===== config.mk =====
export PLATFORM = sky130hd
export DESIGN_NAME = vpic_ctrl
export DESIGN_NICKNAME = d
export VERILOG_FILES = /design/src/hw/vpic_pkg.sv /design/src/hw/vpic_rank.sv /design/src/hw/vpic_ctrl.sv
export SDC_FILE = /design/constraint.sdc
export NUM_CORES = 2
export LEC_CHECK = 0
export ABC_AREA = 1
export BUFFER_PORTS_ARGS = -buffer_cell sky130_fd_sc_hd__buf_4
export CORE_AREA = 2 2 520 522
export DETAILED_ROUTE_END_ITERATION = 10
export DIE_AREA = 0 0 522 524
export PLACE_DENSITY = 0.35
export SYNTH_ARGS = -nofsm -noshare
export SYNTH_HDL_FRONTEND = slang
export SYNTH_SLANG_ARGS = --single-unit

===== constraint.sdc =====
create_clock -name clk -period 773.1 [get_ports clk]
set_clock_uncertainty 0.15 [all_clocks]
set_input_delay 115.965 -clock clk [delete_from_list [all_inputs] [get_ports clk]]
set_output_delay 115.965 -clock clk [all_outputs]
set_load 0.05 [all_outputs]

===== src/hw/vpic_pkg.sv =====
// package: constants and types for the vectored priority interrupt controller
// assumes: included before every design file that names vpic_pkg
package vpic_pkg;

	localparam int unsigned        NUM_TRAPS       = 8;
	localparam int unsigned        NUM_TABLE_TRAPS = 7;
	localparam int unsigned        NUM_IRQ         = 246;
	localparam int unsigned        LEVEL_W         = 3;
	localparam int unsigned        VEC_W           = 8;
	localparam int unsigned        ADDR_W          = 24;
	localparam logic [23:0]        TABLE_BASE      = 24'h000004;
	localparam logic [23:0]        RESET_PC        = 24'h000000;
	localparam logic [2:0]         LEVEL_RESET     = 3'h0;
	localparam logic [7:0]         VEC_RESET       = 8'h00;
	// entry and return each take a fixed number of cycles
	localparam int unsigned        ENTRY_CYCLES    = 4;
	localparam int unsigned        RETURN_CYCLES   = 3;
	localparam logic [2:0]         ENTRY_CNT       = 3'(ENTRY_CYCLES - 1);
	localparam logic [2:0]         RETURN_CNT      = 3'(RETURN_CYCLES - 1);

	typedef enum logic [1:0] {
		ST_IDLE,
		ST_ENTRY,
		ST_SERVICE,
		ST_RETURN
	} seq_state_t;

endpackage : vpic_pkg


===== src/hw/vpic_rank.sv =====
// holds: fixed-order priority search over the maskable sources
// assumes: inputs are synchronous to clk; result is combinational
`timescale 1ns/1ps

module vpic_rank #(
	parameter int unsigned N       = 246,
	parameter int unsigned LEVEL_W = 3,
	parameter int unsigned IDX_W   = 8
) (
	input  wire logic [N-1:0]         pend,
	input  wire logic [N*LEVEL_W-1:0] level,
	output logic                      found,
	output logic [IDX_W-1:0]          idx,
	output logic [LEVEL_W-1:0]        best
);

	// walk from the highest index down: lower index wins ties
	always_comb begin
		found = 1'b0;
		idx   = '0;
		best  = '0;
		for (int i = N - 1; i >= 0; i--) begin
			if (pend[i] && level[i*LEVEL_W +: LEVEL_W] != '0 &&
			    (!found || level[i*LEVEL_W +: LEVEL_W] >= best)) begin
				found = 1'b1;
				idx   = IDX_W'(i);
				best  = level[i*LEVEL_W +: LEVEL_W];
			end
		end
	end

endmodule : vpic_rank


===== src/hw/vpic_ctrl.sv =====
// holds: vectored interrupt controller top, trap arbitration and entry sequence
// assumes: one clock, synchronous reset; the core reads the handler address from
// the vector table at irq_fetch_addr and answers with core_ack / core_ret
//
// Behaviour
// all peripheral requests merge into one request toward the core
// up to eight exception and trap sources accepted beside peripherals
// each maskable source has a software-chosen level among eight
// every source owns a distinct vector table entry
// equal levels are resolved by fixed order, never rotating
// entry and return take a constant cycle count for any source
// vector table begins at word 000004h; fetch address built from it
// table holds seven unmaskable trap vectors then up to 246 interrupts
// each entry gives a 24-bit handler address loaded into the PC
// lower table position wins; vector zero outranks everything
// reset bypasses the controller, clears state, PC starts at 0x000000
// software should fill unused entries with a default resetting handler
// request only if winner level exceeds core priority; present its vector
// traps outrank maskable interrupts and ignore enable and masking
`timescale 1ns/1ps

module vpic_ctrl #(
	parameter int unsigned NUM_IRQ   = vpic_pkg::NUM_IRQ,
	parameter int unsigned NUM_TRAPS = vpic_pkg::NUM_TABLE_TRAPS
) (
	input  wire logic                                  clk,
	input  wire logic                                  sys_rst,
	input  wire logic [NUM_IRQ-1:0]                    irq_req,
	input  wire logic [NUM_IRQ-1:0]                    irq_enable,
	input  wire logic [NUM_IRQ*vpic_pkg::LEVEL_W-1:0]  irq_level,
	input  wire logic [NUM_TRAPS-1:0]                  trap_req,
	input  wire logic [vpic_pkg::LEVEL_W-1:0]          core_level,
	input  wire logic                                  core_ack,
	input  wire logic                                  core_ret,
	input  wire logic [vpic_pkg::ADDR_W-1:0]           table_data,
	output logic                                       irq_out_q,
	output logic [vpic_pkg::VEC_W-1:0]                 irq_vector_q,
	output logic [vpic_pkg::ADDR_W-1:0]                irq_fetch_addr_q,
	output logic                                       entry_busy_q,
	output logic                                       pc_load_q,
	output logic [vpic_pkg::ADDR_W-1:0]                pc_value_q,
	output logic [vpic_pkg::LEVEL_W-1:0]               svc_level_q,
	output logic                                       ret_done_q
);

	localparam int unsigned VW = vpic_pkg::VEC_W;
	localparam int unsigned LW = vpic_pkg::LEVEL_W;
	localparam int unsigned AW = vpic_pkg::ADDR_W;
	localparam logic [LW-1:0] TRAP_LEVEL = '1;

	logic [NUM_IRQ-1:0] pend_masked;
	logic               irq_found;
	logic [VW-1:0]      irq_idx;
	logic [LW-1:0]      irq_best;
	logic               trap_found;
	logic [VW-1:0]      trap_idx;
	logic               win_valid;
	logic [VW-1:0]      win_vec;
	logic [LW-1:0]      win_level;
	logic               win_trap;

	vpic_pkg::seq_state_t state_q;
	vpic_pkg::seq_state_t state_d;
	logic [2:0]           cnt_q;
	logic [VW-1:0]        taken_vec_q;
	logic [LW-1:0]        prev_level_q;

	//****************************************************************
	// source ranking
	//****************************************************************

	assign pend_masked = irq_req & irq_enable;

	vpic_rank #(
		.N       (NUM_IRQ),
		.LEVEL_W (LW),
		.IDX_W   (VW)
	) u_rank (
		.pend  (pend_masked),
		.level (irq_level),
		.found (irq_found),
		.idx   (irq_idx),
		.best  (irq_best)
	);

	// lowest trap index wins, no masking applies
	always_comb begin
		trap_found = 1'b0;
		trap_idx   = '0;
		for (int t = NUM_TRAPS - 1; t >= 0; t--) begin
			if (trap_req[t]) begin
				trap_found = 1'b1;
				trap_idx   = VW'(t);
			end
		end
	end

	// traps first in the table, interrupts after them
	always_comb begin
		win_valid = 1'b0;
		win_vec   = '0;
		win_level = '0;
		win_trap  = 1'b0;
		if (trap_found) begin
			win_valid = 1'b1;
			win_vec   = trap_idx;
			win_level = TRAP_LEVEL;
			win_trap  = 1'b1;
		end else if (irq_found && irq_best > core_level) begin
			win_valid = 1'b1;
			win_vec   = VW'(irq_idx + VW'(NUM_TRAPS));
			win_level = irq_best;
		end
	end

	//****************************************************************
	// entry and return sequence
	//****************************************************************

	always_comb begin
		state_d = state_q;
		case (state_q)
			vpic_pkg::ST_IDLE: begin
				if (win_valid && core_ack) begin
					state_d = vpic_pkg::ST_ENTRY;
				end
			end
			vpic_pkg::ST_ENTRY: begin
				if (cnt_q == '0) begin
					state_d = vpic_pkg::ST_SERVICE;
				end
			end
			vpic_pkg::ST_SERVICE: begin
				if (core_ret) begin
					state_d = vpic_pkg::ST_RETURN;
				end
			end
			vpic_pkg::ST_RETURN: begin
				if (cnt_q == '0) begin
					state_d = vpic_pkg::ST_IDLE;
				end
			end
			default: begin
				state_d = vpic_pkg::ST_IDLE;
			end
		endcase
	end

	always_ff @(posedge clk) begin
		if (sys_rst) begin
			state_q <= vpic_pkg::ST_IDLE;
		end else begin
			state_q <= state_d;
		end
	end

	// fixed counts, no dependence on which source won
	always_ff @(posedge clk) begin
		if (sys_rst) begin
			cnt_q <= '0;
		end else if (state_q == vpic_pkg::ST_IDLE && state_d == vpic_pkg::ST_ENTRY) begin
			cnt_q <= vpic_pkg::ENTRY_CNT;
		end else if (state_q == vpic_pkg::ST_SERVICE && core_ret) begin
			cnt_q <= vpic_pkg::RETURN_CNT;
		end else if (cnt_q != '0) begin
			cnt_q <= cnt_q - 3'h1;
		end
	end

	always_ff @(posedge clk) begin
		if (sys_rst) begin
			taken_vec_q  <= vpic_pkg::VEC_RESET;
			prev_level_q <= vpic_pkg::LEVEL_RESET;
			svc_level_q  <= vpic_pkg::LEVEL_RESET;
		end else if (state_q == vpic_pkg::ST_IDLE && win_valid && core_ack) begin
			taken_vec_q  <= win_vec;
			prev_level_q <= core_level;
			svc_level_q  <= win_level;
		end else if (state_q == vpic_pkg::ST_RETURN && cnt_q == '0) begin
			svc_level_q  <= prev_level_q;
		end
	end

	//****************************************************************
	// outputs toward the core
	//****************************************************************

	always_ff @(posedge clk) begin
		if (sys_rst) begin
			irq_out_q    <= 1'b0;
			irq_vector_q <= vpic_pkg::VEC_RESET;
		end else begin
			irq_out_q    <= win_valid && state_d == vpic_pkg::ST_IDLE
			                && state_q == vpic_pkg::ST_IDLE;
			irq_vector_q <= win_vec;
		end
	end

	// word address of the entry for the taken vector
	always_ff @(posedge clk) begin
		if (sys_rst) begin
			irq_fetch_addr_q <= vpic_pkg::TABLE_BASE;
		end else begin
			irq_fetch_addr_q <= vpic_pkg::TABLE_BASE + AW'(taken_vec_q);
		end
	end

	always_ff @(posedge clk) begin
		if (sys_rst) begin
			entry_busy_q <= 1'b0;
			pc_load_q    <= 1'b0;
			pc_value_q   <= vpic_pkg::RESET_PC;
			ret_done_q   <= 1'b0;
		end else begin
			entry_busy_q <= state_d == vpic_pkg::ST_ENTRY || state_d == vpic_pkg::ST_RETURN;
			pc_load_q    <= state_q == vpic_pkg::ST_ENTRY && cnt_q == '0;
			if (state_q == vpic_pkg::ST_ENTRY && cnt_q == '0) begin
				pc_value_q <= table_data;
			end
			ret_done_q   <= state_q == vpic_pkg::ST_RETURN && cnt_q == '0;
		end
	end

endmodule : vpic_ctrl


Word-level counts from Yosys, hierarchy flattened
Index checks and enable logic that the tools add are counted.

storage, ports and cells
  register bits = 79
  input bits = 1268
  output and inout port bits = 63
  word-level logic and storage cells = 2281

cells by class
  add/subtract/negate cells = 3
  magnitude comparators = 246
  eq/ne operators = 5
  mux-type cells = 768
  bitwise operators = 1
  reduce and logical (&&, ||, !) cells = 1245

operator list
  kind                                                                   number
  8-bit two-way mux                                                      254
  3-bit two-way mux                                                      251
  3-bit nonzero test                                                     248
  3-bit greater-or-equal comparator                                      245
  1-bit logical AND                                                      501
  1-bit two-way mux                                                      255
  246-bit bitwise AND                                                    1
  1-bit logical OR                                                       246
  1-bit zero test                                                        245
  2-bit two-way mux                                                      7
  3-bit by 8-bit adder with 9-bit output, first input constant           1
  8-bit by 3-bit adder with 8-bit output, second input constant          1
  2-bit case mux with 4 select lines                                     1
  2-bit equality test, second input constant                             3
  2-bit by 1-bit equality test with 1-bit output, second input constant  2
  2-bit zero test                                                        2
  3-bit > comparator                                                     1
  3-bit zero test                                                        1
  3-bit OR reduction                                                     1
  3-bit by 1-bit subtractor with 3-bit output, second input constant     1
  2-bit nonzero test                                                     1

Logic depth before layout (Yosys ltp)
  depth after elaboration = 993
  mapped depth = 2472
  depth with buffers taken out = 2452

By module
From an unflattened synthesis, not the netlist that was laid out.

second synthesis, totals
  cell total of the unflattened synthesis = 7358
  area, all modules = 40367.5 um2

modules (own cells, without submodules)
  module     times used  cells each  area an instance (um2)  sequential area each (um2)
  vpic_rank  1           6500        35714.3                 0.0
  vpic_ctrl  1           858         4653.2                  1281.2

Least setup slack after synthesis
Ideal clock, no wire load.

  path type = input -> register
  from = input port irq_req[245]
  to = register taken_vec_q[2]
  library setup time = 0.109 ns
  arrival time = 340.627 ns
  data required time = 772.841 ns
  slack = 432.214 ns
  cell stages on the path = 2466
  buffers on the path = 22
  cells stage by stage = nand2_1 > clkinv_1 > nand2_1 > ha_1 > nand2_1 > nand2_1 > nor2_1 > nand3_1 > nand2_1 > nand2_1 > o21ai_0 > ha_1 > and3_1 > nor2_1 > nand2_1 > nand2_1 > nand3_2 > and2_1 > [2430 not listed] > a21oi_1 > o21ai_0 > a31oi_1 > o21ai_1 > nand2_2 > clkinv_1 > or2_1 > nand2_1 > ha_1 > a32oi_1 > nand2_2 > nand2_1 > nand3_2 > inv_2 > buf_4 > nand3_1 > nand2_1 > inv_1

RTL lines
  element               line              source
  start, declared       vpic_ctrl.sv:28   input wire logic [NUM_IRQ-1:0] irq_req,
  end signal, assigned  vpic_ctrl.sv:172  taken_vec_q <= vpic_pkg::VEC_RESET;
  end signal, assigned  vpic_ctrl.sv:176  taken_vec_q <= win_vec;
  end, declared         vpic_ctrl.sv:65   logic [VW-1:0] taken_vec_q;

==> impl_summary.log <==
[metrics] Max Clk Rate: 2.64 MHz
[metrics] hold depth: 2
[metrics] number of max-capacitance violations reported: 0
[metrics] TritonCTS clock tree: done
[metrics] number of input and output port buffers inserted: 1315
[metrics] root buffer cell: clkbuf_16
[metrics] hold violation total from the final report: 0
[metrics] DR vias: 49400
[metrics] maximum number of pins on one net before global-route repair: 45
[metrics] global-route wire length before repair: 337 mm
[metrics] average footprint of a synthesized cell: 5.68 µm²
[metrics] Congestion Overflow GR: 0
[metrics] Boundary Pins: 1331
[metrics] Synth Cell Area: 39800 µm²
[metrics] Routed WL: 244 mm
[metrics] via count of the first global-routing pass: 47700
[metrics] actual slew at the worst max-slew pin: 1070 ps
[metrics] largest area contributor in the netlist: nand2_1
[metrics] area used by multi-input combinational logic: 32500 µm²
[metrics] register area share after synthesis: 3.22%
[metrics] commonest cells after routing, fill and taps aside: 1802 x nand2_1, 1322 x buf_4, 1276 x inv_1, 827 x o21ai_0, 633 x nand3_1
[metrics] Post-synth ARST share: 0%
[metrics] number of enable-type register cells in the synthesized netlist: 0
[metrics] detailed-route vias per instance: 4.15
[metrics] crit share post-route: 49.0%
[metrics] critical path arrival: 378960 ps
[metrics] # rows: 190
[metrics] maximum buffer depth of the clock tree: 2
[metrics] worst setup slack for register-to-register paths: 769940 ps
[metrics] Worst R2R Path Depth: 10
[metrics] count of buffers added by post-CTS timing repair for setup: 0
[metrics] crit path max-delay cell type: o21ai_0
[metrics] core outline area: 267000 µm²
[metrics] total iterations of the first detailed-routing run: 5
[metrics] startpoint types: input port
[metrics] violation count after the first detailed-route iteration: 2650
[metrics] Horiz. Die Dim: 522 µm
[metrics] worst min path class: reg -> reg
[metrics] Synth-to-Final Area Change: 36.4%
[metrics] average wire length per cell after detail routing: 20.5 µm
[metrics] Worst setup EP type: register
[metrics] worst skew pair latency: 350 ps
[metrics] Max-slew headroom: 28.4%
[metrics] Chip Height: 524 µm
[metrics] Top cell by count, worst path: nand2_1
[metrics] Max Slew Vio Count: 0
[metrics] residual DRC count: 0
[metrics] weighted congestion at the end of routability-driven global placement: 0.930
[metrics] sink count of the clock tree: 64
[metrics] final-layout setup total negative slack: 0 ps
[metrics] FF+latch area: 1280 µm²
[metrics] critical path required time: 773250 ps
[metrics] initial antenna violation count: 202
[metrics] Synth Instances: 7000
[metrics] CP max stage delay: 510 ps
[metrics] count of nets after finishing: 10100
[metrics] clock transition time at the flip-flop clock pins of the worst setup and hold paths: 60 ps
[metrics] Initial Util: 14.9%
[metrics] unique cell type count in the Yosys netlist: 72
[metrics] crit path max fanout: 17
[metrics] number of buffers added to fix hold violations after cts: 0
[metrics] count of antenna-violating nets left after detailed routing: 0
[metrics] YS warnings: 0
[metrics] outcome: complete, no violations
[metrics] fraction of layout instances using a drive strength above 1: 30.2%
[metrics] Post-CTS Resized: 0
[metrics] number of levels in the clock H-tree: 3
[metrics] most common cell after layout, fill and taps aside: nand2_1
[metrics] post-synthesis sequential element count: 64
[metrics] hold slack: 321 ps
[metrics] # setup viols final: 0
[metrics] filler cell count in the final layout: 31000
[metrics] min Tclk post-route: 378810 ps
[metrics] Post-synth top flop: dfxtp_1
[metrics] dpl hpwl: 228 mm
[metrics] post-synth top area share: 17.0%
[metrics] floorplan die area: 274000 µm²
[metrics] Total Routing Usage GR: 17.0%
[metrics] unrepaired setup endpoints after global routing: no
[metrics] TritonCTS buffer count: 9
[metrics] main area contributors after synthesis: nand2_1 17%, ha_1 16%, inv_1 12%, o21ai_0 10%, nand2_2 8.1%
[metrics] worst setup path category: in -> reg
-- critical path: cells and delay by family --
| kind | cells | cell delay [ps] |
|---|---|---|
| AOI/OAI and AO/OA | 231 | 32620 |
| adders and majority gates | 116 | 33210 |
| buffers and inverters | 219 | 11910 |
| and+or+nand+nor | 577 | 45740 |
-- cells in the mapped netlist, types with 3 or more instances --
cell	count
a2111oi_0	5
ha_1	504
clkbuf_1	7
dfxtp_1	64
nand3_2	18
nand3b_1	5
nand2_4	181
buf_6	14
clkinv_1	13
and2_1	3
a31oi_1	11
nand2_2	515
nor3_1	68
nand2_1	1802
a21boi_1	3
a21boi_0	5
o21ai_2	6
inv_1	1276
o311a_1	11
nor2_4	15
o21ai_0	827
inv_2	109
o311ai_0	8
a21o_2	4
or2_2	6
a311oi_1	3
a211oi_1	6
nand4_1	48
o211ai_1	4
a21oi_1	111
nor2_1	285
nor2_2	46
a21o_1	11
nand3_1	633
bufinv_8	15
o311a_2	226
nor3b_1	3
o21ai_1	23
or2_1	4
o31ai_1	3
inv_4	10
nor4_1	33
buf_4	21
-- state kept, by name, indices dropped and copies added, names as in the netlist --
| signal | flops |
|---|---|
| pc_value_q | 24 |
| svc_level_q | 3 |
| irq_vector_q | 8 |
| cnt_q | 3 |
| entry_busy_q | 1 |
| pc_load_q | 1 |
| irq_fetch_addr_q | 9 |
| ret_done_q | 1 |
| irq_out_q | 1 |
| state_q | 2 |
| prev_level_q | 3 |
| taken_vec_q | 8 |
-- area by class of cell --
cell class	count	share of cell area, %
Inverter	1427	10.3
Tap cell	3552	8.19
Clock inverter	5	0.115
Sequential cell	64	2.36
Timing Repair Buffer	1322	18.3
Multi-Input combinational cell	5475	60.0
Clock buffer	11	0.466
Antenna cell	56	0.258
-- stage by stage --
stage	area (µm²)	instances	utilization [%]	setup WS, ps
after floorplan	39800	7014	-	432210
after global placement	53800	11800	20.1	395850
after detailed placement	53800	11800	20.1	392000
after CTS	54100	11900	20.2	391770
after global routing	54200	11900	20.3	355310
final	54200	11900	20.3	394290
-- final timing paths --
kind,from,to
min reg2reg,taken_vec_q[1]$_SDFFE_PP0N_,irq_fetch_addr_q[1]$_SDFF_PP0_
min,taken_vec_q[1]$_SDFFE_PP0N_,irq_fetch_addr_q[1]$_SDFF_PP0_
max,irq_enable[245],taken_vec_q[2]$_SDFFE_PP0N_
max reg2reg,cnt_q[0]$_SDFFE_PP0P_,pc_value_q[1]$_SDFFE_PP0P_
-- logic make-up (layout without fill, tap and decap cells) --
logic type	count (synthesis)	count (layout)	synth area share (%)
AO/OA/AOI/OAI	1279	1279	20.5
buffers and inverters	1475	2765	15.1
adder cells (fa/ha/maj)	504	504	15.9
AND/OR/NAND/NOR	3675	3675	45.3
flip-flops	64	64	3.22
XOR/XNOR	2	2	0.0441
other	1	71	0.00943
-- layer usage --
| layer | up-vias | global-route usage (%) | wire length, µm |
|---|---|---|---|
| li1 | 25600 | - | - |
| met1 | 22000 | 20.2 | 101000 |
| met2 | 1334 | 29.6 | 117000 |
| met3 | 386 | 4.32 | 18200 |
| met4 | 114 | 5.33 | 7610 |
| met5 | - | 0 | 771 |
Power is left out: the tool's default activity adds up to more than one toggle a clock period on the data nets, which glitch-free logic cannot reach.
